$ cat config.mk
export PLATFORM = sky130hd
export DESIGN_NAME = frc_flash_regs
export DESIGN_NICKNAME = d
export VERILOG_FILES = /design/src/frc_pkg.sv /design/src/frc_flash_regs.sv /design/src/frc_axil_slave.sv
export SDC_FILE = /design/constraint.sdc
export NUM_CORES = 1
export LEC_CHECK = 0
export BUFFER_PORTS_ARGS = -buffer_cell sky130_fd_sc_hd__buf_2
export CELL_PAD_IN_SITES_DETAIL_PLACEMENT = 1
export CELL_PAD_IN_SITES_GLOBAL_PLACEMENT = 2
export CORE_MARGIN = 4
export CORE_UTILIZATION = 34
export DETAILED_ROUTE_END_ITERATION = 10
export PLACE_DENSITY = 0.84
export SLEW_MARGIN = 40
export SYNTH_ARGS = -nofsm -noshare
export SYNTH_HDL_FRONTEND = slang
export SYNTH_HIERARCHICAL = 1
export SYNTH_SLANG_ARGS = --single-unit
$ cat constraint.sdc
create_clock -name sys_clk -period 4.3 [get_ports sys_clk]
set_input_delay 0.645 -clock sys_clk [delete_from_list [all_inputs] [get_ports sys_clk]]
set_output_delay 0.645 -clock sys_clk [all_outputs]
set_load 0.01 [all_outputs]
$ cat src/frc_pkg.sv
// shared constants and carrier types for the flash rewrite control bank
package frc_pkg;
   localparam int ADDR_W = 12;                 // axi byte address width
   localparam int DATA_W = 32;                 // axi data width
   localparam int REG_W  = 8;                  // width of each register
   // printed register indices; byte address is four times the index
   localparam logic [ADDR_W-1:0] IDX_MAIN = 12'h220;
   localparam logic [ADDR_W-1:0] IDX_AUX  = 12'h221;
   localparam logic [ADDR_W-1:0] IDX_RDM  = 12'h222;
   localparam logic [ADDR_W-1:0] IDX_CFG  = 12'h223;
   localparam logic [ADDR_W-1:0] IDX_IST  = 12'h224;
   localparam logic [ADDR_W-1:0] IDX_IMK  = 12'h225;
   localparam int IDX_SHIFT = 2;               // index to byte address
   // main control bit positions
   localparam int MAIN_READY  = 0;
   localparam int MAIN_RWSEL  = 1;
   localparam int MAIN_LOCKDS = 2;
   localparam int MAIN_STOP   = 3;
   localparam int MAIN_RSV4   = 4;
   localparam int MAIN_RSV5   = 5;
   localparam int MAIN_PERR   = 6;
   localparam int MAIN_EERR   = 7;
   // aux control bit positions
   localparam int AUX_CFGWE = 1;
   localparam int AUX_RSV4  = 4;
   localparam int AUX_LOCK  = 6;
   localparam int AUX_WAIT  = 7;
   // read mode control: four stored bits, upper nibble reads zero
   localparam int RDM_BITS   = 4;
   localparam int RDM_LOWCUR = 3;
   // rewrite mode config bit position
   localparam int CFG_EWMODE = 0;
   // interrupt event bit positions
   localparam int EV_N     = 4;
   localparam int EV_PDONE = 0;
   localparam int EV_EDONE = 1;
   localparam int EV_PERR  = 2;
   localparam int EV_EERR  = 3;
   // axi response codes
   localparam logic [1:0] RESP_OKAY   = 2'h0;
   localparam logic [1:0] RESP_SLVERR = 2'h2;
   localparam logic [DATA_W-1:0] DATA_ZERO = 32'h0000_0000;
   localparam logic [REG_W-1:0]  REG_ZERO  = 8'h00;

   // master to slave signals
   typedef struct packed {
      logic              awvalid;
      logic [ADDR_W-1:0] awaddr;
      logic              wvalid;
      logic [DATA_W-1:0] wdata;
      logic [3:0]        wstrb;
      logic              bready;
      logic              arvalid;
      logic [ADDR_W-1:0] araddr;
      logic              rready;
   } frc_axi_req_type;

   // slave to master signals
   typedef struct packed {
      logic              awready;
      logic              wready;
      logic              bvalid;
      logic [1:0]        bresp;
      logic              arready;
      logic              rvalid;
      logic [DATA_W-1:0] rdata;
      logic [1:0]        rresp;
   } frc_axi_rsp_type;

   // status coming from the flash command sequencer
   typedef struct packed {
      logic busy;        // any program, erase or lock-bit command running
      logic progDone;    // pulse: program finished
      logic progFail;    // with progDone: it ended in error
      logic eraseDone;   // pulse: erase finished
      logic eraseFail;   // with eraseDone: it ended in error
      logic clearStatus; // pulse: clear status command executed
      logic unlocked;    // lock status of the addressed block
   } frc_seq_type;

   // controls going to the flash core
   typedef struct packed {
      logic       rewriteEnable;   // software commands accepted
      logic       lockDisable;     // ignore block lock bits
      logic       flashStop;       // stop, low power, initialise
      logic       eraseWrite1;     // 0: erase-write 0, 1: erase-write 1
      logic       dataFlashWait1;  // data flash access uses one wait
      logic [RDM_BITS-1:0] readMode;
   } frc_ctrl_type;
endpackage : frc_pkg

$ cat src/frc_flash_regs.sv
// flash rewrite control and status register bank
`timescale 1ns/10ps
// Notes on behaviour
// - ready flag reads zero while busy
// - lock-bit, blank check commands also show busy
// - rewrite select bit enables software commands
// - lock disable bit makes lock bits ignored
// - stop bit stops, powers down, initialises
// - stop acts only with rewrite mode enabled
// - read-only program and erase error flags
// - error flags hold until clear status
// - main reset value depends on boot mode
// - write-enable bit gates config register writes
// - lock status flag: zero locked, one unlocked
// - data flash wait: one wait or processor
// - config bit selects erase-write mode
module frc_flash_regs (
   input  wire logic                     sys_clk,
   input  wire logic                     srst,
   input  wire logic                     userBootMode,
   input  wire frc_pkg::frc_axi_req_type axiReq,
   output frc_pkg::frc_axi_rsp_type      axiRsp,
   input  wire frc_pkg::frc_seq_type     seqStat,
   input  wire logic                     processor_wait_setting,
   output frc_pkg::frc_ctrl_type         flashCtrl,
   output logic                          irq
);
   // whole state of the register bank
   typedef struct packed {
      // main control fields
      logic                         rwSel;     // rewrite mode select
      logic                         lockDis;   // lock disable select
      logic                         stop;      // flash stop bit
      logic                         mainRsv4;  // reserved, kept as written
      logic                         mainRsv5;  // boot-mode reserved bit
      logic                         progErr;   // sticky program error
      logic                         eraseErr;  // sticky erase error
      logic                         armed;     // last bus write was a main write that cleared sel
      // aux, read mode and config fields
      logic                         cfgWe;     // config write enable
      logic                         auxRsv4;   // reserved, kept as written
      logic                         waitSel;   // data flash wait select
      logic [frc_pkg::RDM_BITS-1:0] rdMode;    // read mode control bits
      logic                         ewMode;    // erase-write mode select
      // interrupt and core control fields
      logic [frc_pkg::EV_N-1:0]     irqStat;   // sticky event bits
      logic [frc_pkg::EV_N-1:0]     irqMask;   // event enables
      frc_pkg::frc_ctrl_type        ctrlOut;   // registered core controls
   } frc_reg_state_type;

   frc_reg_state_type st_q;   // registered state
   frc_reg_state_type st_d;   // next state

   // register strobes from the bus front end
   logic                       wrPulse;
   logic [frc_pkg::ADDR_W-1:0] wrAddr;
   logic [frc_pkg::DATA_W-1:0] wrData;
   logic [3:0]                 wrStrb;
   logic                       wrHit;
   logic                       rdPulse;
   logic [frc_pkg::ADDR_W-1:0] rdAddr;
   logic [frc_pkg::DATA_W-1:0] rdData;
   logic                       rdHit;

   // byte addresses derived from the printed indices
   localparam logic [frc_pkg::ADDR_W-1:0] A_MAIN =
      frc_pkg::IDX_MAIN << frc_pkg::IDX_SHIFT;
   localparam logic [frc_pkg::ADDR_W-1:0] A_AUX =
      frc_pkg::IDX_AUX << frc_pkg::IDX_SHIFT;
   localparam logic [frc_pkg::ADDR_W-1:0] A_RDM =
      frc_pkg::IDX_RDM << frc_pkg::IDX_SHIFT;
   localparam logic [frc_pkg::ADDR_W-1:0] A_CFG =
      frc_pkg::IDX_CFG << frc_pkg::IDX_SHIFT;
   localparam logic [frc_pkg::ADDR_W-1:0] A_IST =
      frc_pkg::IDX_IST << frc_pkg::IDX_SHIFT;
   localparam logic [frc_pkg::ADDR_W-1:0] A_IMK =
      frc_pkg::IDX_IMK << frc_pkg::IDX_SHIFT;

   // decode and read-back helpers
   logic [frc_pkg::REG_W-1:0] wByte;    // low byte of write data
   logic                      wLane;    // low byte lane enabled
   logic [frc_pkg::REG_W-1:0] mainRd;   // main control as read
   logic [frc_pkg::REG_W-1:0] auxRd;    // aux control as read
   logic [frc_pkg::REG_W-1:0] regRd;    // selected register
   logic [frc_pkg::EV_N-1:0]  evNow;    // events seen this cycle
   logic                      wrMain;   // write strobes per register
   logic                      wrAux;
   logic                      wrRdm;
   logic                      wrCfg;
   logic                      wrImk;
   logic                      rdIst;    // read of the event register

   // bus front end
   frc_axil_slave u_slave (
      .sys_clk (sys_clk),
      .srst    (srst),
      .axiReq  (axiReq),
      .axiRsp  (axiRsp),
      .wrPulse (wrPulse),
      .wrAddr  (wrAddr),
      .wrData  (wrData),
      .wrStrb  (wrStrb),
      .wrHit   (wrHit),
      .rdPulse (rdPulse),
      .rdAddr  (rdAddr),
      .rdData  (rdData),
      .rdHit   (rdHit)
   );

   // registers are one byte wide and live in the low lane
   assign wByte = wrData[frc_pkg::REG_W-1:0];
   assign wLane = wrStrb[0];

   // write address decode; a write with the low lane off changes nothing but armed
   always_comb begin
      wrMain = 1'b0;
      wrAux  = 1'b0;
      wrRdm  = 1'b0;
      wrCfg  = 1'b0;
      wrImk  = 1'b0;
      // mapped addresses answer okay, the rest with an error
      wrHit  = 1'b1;
      if (wrAddr == A_MAIN) begin
         wrMain = wrPulse && wLane;
      end else if (wrAddr == A_AUX) begin
         wrAux = wrPulse && wLane;
      end else if (wrAddr == A_RDM) begin
         wrRdm = wrPulse && wLane;
      end else if (wrAddr == A_CFG) begin
         wrCfg = wrPulse && wLane;
      end else if (wrAddr == A_IMK) begin
         wrImk = wrPulse && wLane;
      end else if (wrAddr == A_IST) begin
         wrHit = 1'b1;              // read-clear register, writes ignored
      end else begin
         wrHit = 1'b0;              // unmapped: slave answers with an error
      end
   end

   // main control as software sees it
   always_comb begin
      mainRd = frc_pkg::REG_ZERO;
      mainRd[frc_pkg::MAIN_READY]  = !seqStat.busy;
      mainRd[frc_pkg::MAIN_RWSEL]  = st_q.rwSel;
      mainRd[frc_pkg::MAIN_LOCKDS] = st_q.lockDis;
      mainRd[frc_pkg::MAIN_STOP]   = st_q.stop;
      mainRd[frc_pkg::MAIN_RSV4]   = st_q.mainRsv4;
      mainRd[frc_pkg::MAIN_RSV5]   = st_q.mainRsv5;
      // error flags sit in the top two bits, read-only
      mainRd[frc_pkg::MAIN_PERR]   = st_q.progErr;
      mainRd[frc_pkg::MAIN_EERR]   = st_q.eraseErr;
   end

   // aux control; undefined reserved bits return zero
   always_comb begin
      auxRd = frc_pkg::REG_ZERO;
      auxRd[frc_pkg::AUX_CFGWE] = st_q.cfgWe;
      auxRd[frc_pkg::AUX_RSV4]  = st_q.auxRsv4;
      // lock status comes straight from the sequencer
      auxRd[frc_pkg::AUX_LOCK]  = seqStat.unlocked;
      auxRd[frc_pkg::AUX_WAIT]  = st_q.waitSel;
   end

   // read address decode; narrow registers sit in the low byte
   always_comb begin
      regRd = frc_pkg::REG_ZERO;
      rdHit = 1'b1;
      rdIst = 1'b0;
      if (rdAddr == A_MAIN) begin
         regRd = mainRd;
      end else if (rdAddr == A_AUX) begin
         regRd = auxRd;
      end else if (rdAddr == A_RDM) begin
         regRd[frc_pkg::RDM_BITS-1:0] = st_q.rdMode;
      end else if (rdAddr == A_CFG) begin
         regRd[frc_pkg::CFG_EWMODE] = st_q.ewMode;
      end else if (rdAddr == A_IST) begin
         regRd[frc_pkg::EV_N-1:0] = st_q.irqStat;
         rdIst = rdPulse;
      end else if (rdAddr == A_IMK) begin
         regRd[frc_pkg::EV_N-1:0] = st_q.irqMask;
      end else begin
         rdHit = 1'b0;
      end
      // upper lanes always read zero
      rdData = {{(frc_pkg::DATA_W-frc_pkg::REG_W){1'b0}}, regRd};
   end

   // sequencer events that raise interrupt status bits
   always_comb begin
      evNow = '0;
      // an error event needs its done pulse in the same cycle
      evNow[frc_pkg::EV_PDONE] = seqStat.progDone;
      evNow[frc_pkg::EV_EDONE] = seqStat.eraseDone;
      evNow[frc_pkg::EV_PERR]  = seqStat.progDone && seqStat.progFail;
      evNow[frc_pkg::EV_EERR]  = seqStat.eraseDone && seqStat.eraseFail;
   end

   // next state of every register
   always_comb begin
      st_d = st_q;

      // main control write
      if (wrMain) begin
         // setting the select needs a write of 0 just before it
         if (wByte[frc_pkg::MAIN_RWSEL]) begin
            st_d.rwSel = st_q.rwSel || st_q.armed;
         end else begin
            st_d.rwSel = 1'b0;
         end
         st_d.armed    = !wByte[frc_pkg::MAIN_RWSEL];
         st_d.lockDis  = wByte[frc_pkg::MAIN_LOCKDS];
         st_d.stop     = wByte[frc_pkg::MAIN_STOP];
         st_d.mainRsv4 = wByte[frc_pkg::MAIN_RSV4];
         st_d.mainRsv5 = wByte[frc_pkg::MAIN_RSV5];
      end else if (wrPulse) begin
         // any other bus write breaks the back-to-back pair
         st_d.armed = 1'b0;
      end

      // aux control write
      if (wrAux) begin
         st_d.cfgWe   = wByte[frc_pkg::AUX_CFGWE];
         st_d.auxRsv4 = wByte[frc_pkg::AUX_RSV4];
         st_d.waitSel = wByte[frc_pkg::AUX_WAIT];
      end

      // read mode control write
      if (wrRdm) begin
         st_d.rdMode = wByte[frc_pkg::RDM_BITS-1:0];
      end

      // config write only when enabled and rewrite mode is on
      if (wrCfg && st_q.cfgWe && st_q.rwSel) begin
         st_d.ewMode = wByte[frc_pkg::CFG_EWMODE];
      end

      // leaving rewrite mode falls back to erase-write 0
      if (!st_d.rwSel) begin
         st_d.ewMode = 1'b0;
      end

      // interrupt mask write
      if (wrImk) begin
         st_d.irqMask = wByte[frc_pkg::EV_N-1:0];
      end

      // error flags: clear status first, a same-cycle error still sets
      if (seqStat.clearStatus) begin
         st_d.progErr  = 1'b0;
         st_d.eraseErr = 1'b0;
      end
      if (seqStat.progDone) begin
         st_d.progErr = seqStat.progFail || 
                        (st_q.progErr && !seqStat.clearStatus);
      end
      if (seqStat.eraseDone) begin
         st_d.eraseErr = seqStat.eraseFail ||
                         (st_q.eraseErr && !seqStat.clearStatus);
      end

      // event bits: a read clears, a new event in that cycle survives
      st_d.irqStat = (rdIst ? '0 : st_q.irqStat) | evNow;

      // core controls leave from flops
      st_d.ctrlOut               = '0;
      st_d.ctrlOut.rewriteEnable = st_d.rwSel;
      st_d.ctrlOut.lockDisable   = st_d.lockDis;
      // the stop bit is stored as written but acts only in rewrite mode
      st_d.ctrlOut.flashStop     = st_d.stop && st_d.rwSel;
      st_d.ctrlOut.eraseWrite1   = st_d.ewMode;
      st_d.ctrlOut.readMode      = st_d.rdMode;
      // 0 forces one wait, 1 follows the processor setting
      st_d.ctrlOut.dataFlashWait1 =
         !st_d.waitSel || processor_wait_setting;
   end

   // state register; main control bit 5 follows the boot mode at reset
   always_ff @(posedge sys_clk) begin
      if (srst) begin
         st_q          <= '0;
         // bit 5 alone takes its reset value from the boot mode
         st_q.mainRsv5 <= userBootMode;
      end else begin
         st_q <= st_d;
      end
   end

   // outputs to the flash core; each leaves a flop, so no decode glitch
   assign flashCtrl.rewriteEnable  = st_q.ctrlOut.rewriteEnable;
   assign flashCtrl.lockDisable    = st_q.ctrlOut.lockDisable;
   assign flashCtrl.flashStop      = st_q.ctrlOut.flashStop;
   assign flashCtrl.eraseWrite1    = st_q.ctrlOut.eraseWrite1;
   assign flashCtrl.dataFlashWait1 = st_q.ctrlOut.dataFlashWait1;
   assign flashCtrl.readMode       = st_q.ctrlOut.readMode;

   // level interrupt from any unmasked event
   assign irq = |(st_q.irqStat & st_q.irqMask);
endmodule : frc_flash_regs

$ cat src/frc_axil_slave.sv
// axi4-lite slave front end: turns bus transfers into register strobes
`timescale 1ns/10ps
module frc_axil_slave (
   input  wire logic                             sys_clk,
   input  wire logic                             srst,
   input  wire frc_pkg::frc_axi_req_type         axiReq,
   output frc_pkg::frc_axi_rsp_type              axiRsp,
   output logic                                  wrPulse,
   output logic [frc_pkg::ADDR_W-1:0]            wrAddr,
   output logic [frc_pkg::DATA_W-1:0]            wrData,
   output logic [3:0]                            wrStrb,
   input  wire logic                             wrHit,
   output logic                                  rdPulse,
   output logic [frc_pkg::ADDR_W-1:0]            rdAddr,
   input  wire logic [frc_pkg::DATA_W-1:0]       rdData,
   input  wire logic                             rdHit
);
   // whole state of the front end
   typedef struct packed {
      logic                       awHeld;  // write address captured
      logic [frc_pkg::ADDR_W-1:0] awAddr;
      logic                       wHeld;   // write data captured
      logic [frc_pkg::DATA_W-1:0] wData;
      logic [3:0]                 wStrb;
      logic                       bValid;
      logic [1:0]                 bResp;
      logic                       rValid;
      logic [frc_pkg::DATA_W-1:0] rData;
      logic [1:0]                 rResp;
   } frc_slv_state_type;

   frc_slv_state_type st_q;   // registered state
   frc_slv_state_type st_d;   // next state
   logic awAcc;               // address handshake this cycle
   logic wAcc;                // data handshake this cycle
   logic arAcc;               // read address handshake this cycle

   // ready terms: hold off new writes until the response has gone
   assign axiRsp.awready = !st_q.awHeld && !st_q.bValid;
   assign axiRsp.wready  = !st_q.wHeld && !st_q.bValid;
   assign axiRsp.arready = !st_q.rValid;
   assign axiRsp.bvalid  = st_q.bValid;
   assign axiRsp.bresp   = st_q.bResp;
   assign axiRsp.rvalid  = st_q.rValid;
   assign axiRsp.rdata   = st_q.rData;
   assign axiRsp.rresp   = st_q.rResp;
   assign awAcc = axiReq.awvalid && axiRsp.awready;
   assign wAcc  = axiReq.wvalid && axiRsp.wready;
   assign arAcc = axiReq.arvalid && axiRsp.arready;

   // write strobe once both halves are held; read strobe at handshake
   assign wrPulse = st_q.awHeld && st_q.wHeld && !st_q.bValid;
   assign wrAddr  = st_q.awAddr;
   assign wrData  = st_q.wData;
   assign wrStrb  = st_q.wStrb;
   assign rdPulse = arAcc;
   assign rdAddr  = axiReq.araddr;

   // next state
   always_comb begin
      st_d = st_q;
      if (awAcc) begin
         st_d.awHeld = 1'b1;
         st_d.awAddr = axiReq.awaddr;
      end
      if (wAcc) begin
         st_d.wHeld = 1'b1;
         st_d.wData = axiReq.wdata;
         st_d.wStrb = axiReq.wstrb;
      end
      // the register write happens in this cycle, answer next
      if (wrPulse) begin
         st_d.awHeld = 1'b0;
         st_d.wHeld  = 1'b0;
         st_d.bValid = 1'b1;
         st_d.bResp  = wrHit ? frc_pkg::RESP_OKAY : frc_pkg::RESP_SLVERR;
      end else if (st_q.bValid && axiReq.bready) begin
         st_d.bValid = 1'b0;
      end
      // read data is sampled at the handshake so side effects line up
      if (arAcc) begin
         st_d.rValid = 1'b1;
         st_d.rData  = rdHit ? rdData : frc_pkg::DATA_ZERO;
         st_d.rResp  = rdHit ? frc_pkg::RESP_OKAY : frc_pkg::RESP_SLVERR;
      end else if (st_q.rValid && axiReq.rready) begin
         st_d.rValid = 1'b0;
      end
   end

   // state register with synchronous reset
   always_ff @(posedge sys_clk) begin
      if (srst) begin
         st_q <= '0;
      end else begin
         st_q <= st_d;
      end
   end
endmodule : frc_axil_slave

# Word-level counts from Yosys, hierarchy flattened

Cells that the tools add are included.

Logic and storage cells: 139
Register bits: 87
Bits of input ports: 76
Output and inout port bits: 51

Multiplexer cells: 61
Equality and inequality tests: 12
Bitwise logic cells: 2
Reductions and logical operators: 37

Operators by type and width:

| operator                               | count |
|---|---|
| 12-bit == test (second input constant) | 12 |
| 1-bit 2-to-1 mux                       | 44 |
| 4-bit 2-to-1 mux                       | 8 |
| 29-bit 2-to-1 mux                      | 1 |
| 1-bit logical AND                      | 17 |
| 8-bit 2-to-1 mux                       | 2 |
| 2-bit nonzero test                     | 6 |
| 1-bit zero test                        | 8 |
| 2-bit 2-to-1 mux                       | 3 |
| 3-bit 2-to-1 mux                       | 2 |
| 5-bit 2-to-1 mux                       | 1 |
| 4-bit bitwise AND                      | 1 |
| 1-bit logical OR                       | 4 |
| 4-bit bitwise OR                       | 1 |
| 4-bit OR reduction                     | 1 |
| 2-bit OR reduction                     | 1 |

# Logic depth before layout (Yosys ltp)

Depth after elaboration: 12
Mapped depth: 8
Mapped depth without buffers: 6

# Hierarchy

The synthesis kept the hierarchy.

By module, submodules not included:

| module         | cells each | sequential area each (µm²) | instances | area each (µm²) |
|---|---|---|---|---|
| frc_axil_slave | 481        | 1721.7                     | 1         | 3826.2 |
| frc_flash_regs | 181        | 530.5                      | 1         | 1519.0 |

# Least setup slack after synthesis

No wires, ideal clock.

Kind: in2reg
From: in axiReq[2] in the netlist's numbering
To: reg u_slave.st_q (netlist bit u_slave/axiRsp[4])
Path slack: 2.089 ns
Required time: 4.230 ns
Buffers on the path: 3
Stages: 8
Library setup time: 0.070 ns
Data arrival time: 2.140 ns
Cells stage by stage: buf_4 -> nor4b_1 -> nand3_1 -> a21oi_1 -> clkbuf_1 -> clkbuf_1 -> nand3_1 -> a21oi_1

Word-level cells in the longest chain between the ends: 8
Elaborated cells between the ends (all ways): 19
Those cells by class: eq/ne (6); mux (13)

RTL lines:

| element              | RTL line              | source |
|---|---|---|
| start, declared      | frc_flash_regs.sv:21  | `input wire frc_pkg::frc_axi_req_type axiReq,` |
| 12-bit == test       | frc_flash_regs.sv:180 | `end else if (rdAddr == A_IMK) begin` |
| 1-bit 2-to-1 mux     | frc_flash_regs.sv:180 |  |
| 1-bit 2-to-1 mux     | frc_flash_regs.sv:177 | `end else if (rdAddr == A_IST) begin` |
| 1-bit 2-to-1 mux     | frc_flash_regs.sv:175 | `end else if (rdAddr == A_CFG) begin` |
| 1-bit 2-to-1 mux     | frc_flash_regs.sv:173 | `end else if (rdAddr == A_RDM) begin` |
| 1-bit 2-to-1 mux     | frc_flash_regs.sv:171 | `end else if (rdAddr == A_AUX) begin` |
| 1-bit 2-to-1 mux (*) | frc_flash_regs.sv:169 | `if (rdAddr == A_MAIN) begin` |
| via rdHit            | frc_flash_regs.sv:63  | `logic rdHit;` |
| 8-bit 2-to-1 mux (*) | frc_axil_slave.sv:83  | `st_d.rData = rdHit ? rdData : frc_pkg::DATA_ZERO;` |
| end signal, assigned | frc_axil_slave.sv:95  | `st_q <= st_d;` |
| end, declared        | frc_axil_slave.sv:32  | `frc_slv_state_type st_q;` |

The timed path passes the listed nets; every way through them passes the cells marked *.
A chain may end at the register's enable or synchronous reset.

# Final worst setup path

From: reg u_slave.st_q (netlist bit u_slave/axiRsp[38])
To: reg st_q (netlist bit flashCtrl[6])

Word-level cells in the longest chain between the ends: 6

RTL lines:

| element              | RTL line              | source |
|---|---|---|
| 1-bit zero test      | frc_axil_slave.sv:52  | `assign wrPulse = st_q.awHeld && st_q.wHeld && !st_q.bValid;` |
| 1-bit logical AND    | frc_axil_slave.sv:52  |  |
| via wrPulse          | frc_flash_regs.sv:55  | `logic wrPulse;` |
| 1-bit logical AND    | frc_flash_regs.sv:124 | `wrMain = wrPulse && wLane;` |
| 1-bit 2-to-1 mux     | frc_flash_regs.sv:123 | `if (wrAddr == A_MAIN) begin` |
| 5-bit 2-to-1 mux     | frc_flash_regs.sv:204 | `if (wrMain) begin` |
| 1-bit logical AND    | frc_flash_regs.sv:270 | `st_d.ctrlOut.flashStop = st_d.stop && st_d.rwSel;` |
| end signal, assigned | frc_flash_regs.sv:285 | `st_q <= st_d;` |
| end, declared        | frc_flash_regs.sv:51  | `frc_reg_state_type st_q;` |

The timed path passes the listed nets, and every way through them passes these cells. The select of a mux whose other input is x is not followed.

==> impl_metrics.csv <==
group,metric,value,unit
grt,overflow,0,
clock_tree,cts_tree,"built",
floorplan,core_area,12100,µm²
pwr,irDropWorstVdd,0.148,mV
pwr,fin_total_pwr,1.81,mW
critical_path,slowest_stage,"and3b_1",
sta,fin_crit,2.43,ns
cells_and_area,utilization,37.8,%
pwr,p_int,1.39,mW
detailed_routing,num_vias,3411,
pwr,power_switching,419,µW
detailed_routing,first_pass_iters,4,
pwr,p_comb_share,7.6,%
detailed_routing,initialDrtViolationCount,122,
cells_and_area,ff_latch_area,1690,µm²
floorplan,initial_utilization,35.0,%
synth,yosysWarnings,6,
cells_and_area,mostFrequentLayoutCells,"95 x buf_2, 83 x nand2_1, 83 x dfxtp_1",
placement,place_area,4240,µm²
synth,syn-cell-area,4220,µm²
pwr,power_frac_clock,46.8,%
sta,fin_setup_tns,0,ns
flow_run,maxCapViolations,0,
critical_path,cp_max_fo,11,
cells_and_area,area.growth.synth_to_final,8.19,%
detailed_routing,drcViolationCount,0,
cells_and_area,nNetsFinal,615,
cells_and_area,fin_area,4560,µm²
critical_path,path_cells,"and3b_1 > nor4bb_1 > buf_4 > nand4_1 > mux2_2 > nor3_1",
pwr,p_leak,1.81,nW
placement,hpwl,7.50,mm
sta,fin_worst_skew,0.00613,ns
grt,grt_usage,15.2,%
critical_path,arrival,2.69,ns
critical_path,cp_num_cells,6,
cells_and_area,n_antenna_cell,0,
detailed_routing,drt-total-wl,10.5,mm
clock_tree,cts_resized,0,
critical_path,max_stage_delay,0.47,ns
cells_and_area,final_cells,711,
synth,syn_inst,521,
placement,pre_cts_slack,1.82,ns
detailed_routing,via_per_inst,4.80,
placement,place_inst,696,
floorplan,ios,127,
floorplan,die_h,119,µm
floorplan,die_width,119,µm
sta,setup_viol,0,
run_status,status,"finished clean",
pwr,pwr_density_cell,396,nW/µm²
critical_path,path_buf_inv,1,
sta,grt_setup_unrepaired,"false",
placement,port_buffers,96,
cells_and_area,final_common_cell,"buf_2",
sta,fin_hold_ws,0.452,ns
clock_tree,cts_max_level,3,
grt,grt_start_max_net_pins,57,
sta,tightest_slew,0.612,ns
cells_and_area,drive_above_1_share,24.3,%
critical_path,critPathRequiredTime,4.56,ns
critical_path,critical-path-top-delay-family,"simple AND/OR/NAND/NOR gates",
clock_tree,cts_buffers,9,
clock_tree,clockRootBuffer,"clkbuf_16",
pwr,netSwitchingFraction,23.2,%
detailed_routing,route.antenna.remaining_nets,0,
critical_path,cp-end-kind,"flop",
min_path,min_path_type,"reg -> reg",
sta,setup_ws,1.87,ns
detailed_routing,wire_per_inst,14.7,µm
sta,achievable-frequency,411,MHz
grt,antenna_found_initial,0,
min_path,holdPathStages,2,
clock_tree,path_clk_slew,0.06,ns
clock_tree,cts_num_sinks,84,
clock_tree,cts_buffer_depth,2,
sta,slew_headroom,58.9,%
grt,grt_pass1_wl,17.9,mm
grt,grt_pass1_vias,3574,
critical_path,r2r_cells,6,
critical_path,startpoint_type,"flop",
cells_and_area,multiInputGateArea,1790,µm²
cells_and_area,n_fill_cell,1492,
clock_tree,clk_latency,0.34,ns
sta,period_share,56.5,%
synth,synth_area_per_cell,8.09,µm²
clock_tree,cts_hold_buf,0,
sta,hold_violations,0,
clock_tree,cts_setup_buffers,0,
critical_path,worstSetupPathType,"reg -> reg",
sta,slew_viol_final,0,
floorplan,die-area,14200,µm²
floorplan,rows,40,
placement,gp_congestion,0.781,
pwr,power_frac_seq,45.5,%
## state kept, by name (all words and copies together), names as in the netlist, named ones only
signal,count
flashCtrl,4
u_slave/wrAddr,12
mainRd,5
st_q,9
u_slave/axiRsp,36
u_slave/wrStrb,1
auxRd,3
u_slave/wrData,7
u_slave/st_q,2
## cell type report
class	count	share of cell area [%]
clock inverters	4	1.56
inverters	8	0.658
well taps	168	4.61
repair buffers	101	11.4
clock buffers	11	5.54
flip-flops and latches	84	37.1
multi-input cells	335	39.1
## routing by layer
metal | vias to the layer above | routed length (µm) | track usage, %
li1 | 1698 | - | -
met1 | 1630 | 4830 | 19.3
met2 | 70 | 4910 | 24.9
met3 | 13 | 590 | 4.37
met4 | 0 | 151 | 5.01
met5 | - | 0 | 0
## power groups by stage
stage / registers, mW / clock network [mW] / logic (mW)
4_1_cts: 0.823 / 0.871 / 0.140
3_5_place_dp: 0.841 / 0 / 0.139
3_3_place_gp: 0.839 / 0 / 0.134
6_report: 0.823 / 0.847 / 0.138
2_1_floorplan: 0.828 / 0 / 0.138
5_1_grt: 0.827 / 0.908 / 0.157
## worst paths after layout
kind / slack [ns] / from / to
max: 1.87 / u_slave/axiRsp[38]$_SDFFE_PP0P_ / flashCtrl[6]$_SDFF_PP0_
min: 0.45 / u_slave/axiRsp[13]$_SDFFE_PP0P_ / u_slave/axiRsp[13]$_SDFFE_PP0P_
max reg2reg: 1.87 / u_slave/axiRsp[38]$_SDFFE_PP0P_ / flashCtrl[6]$_SDFF_PP0_
min reg2reg: 0.45 / u_slave/axiRsp[13]$_SDFFE_PP0P_ / u_slave/axiRsp[13]$_SDFFE_PP0P_
## worst register-to-register path: cells and delay by family, from the launching register on
family,cells,cell delay [ns]
DFF,1,0.41
buffers and inverters,1,0.24
and+or+nand+nor,4,1.29
muxes,1,0.41
Power figures use the tool's default switching activity.
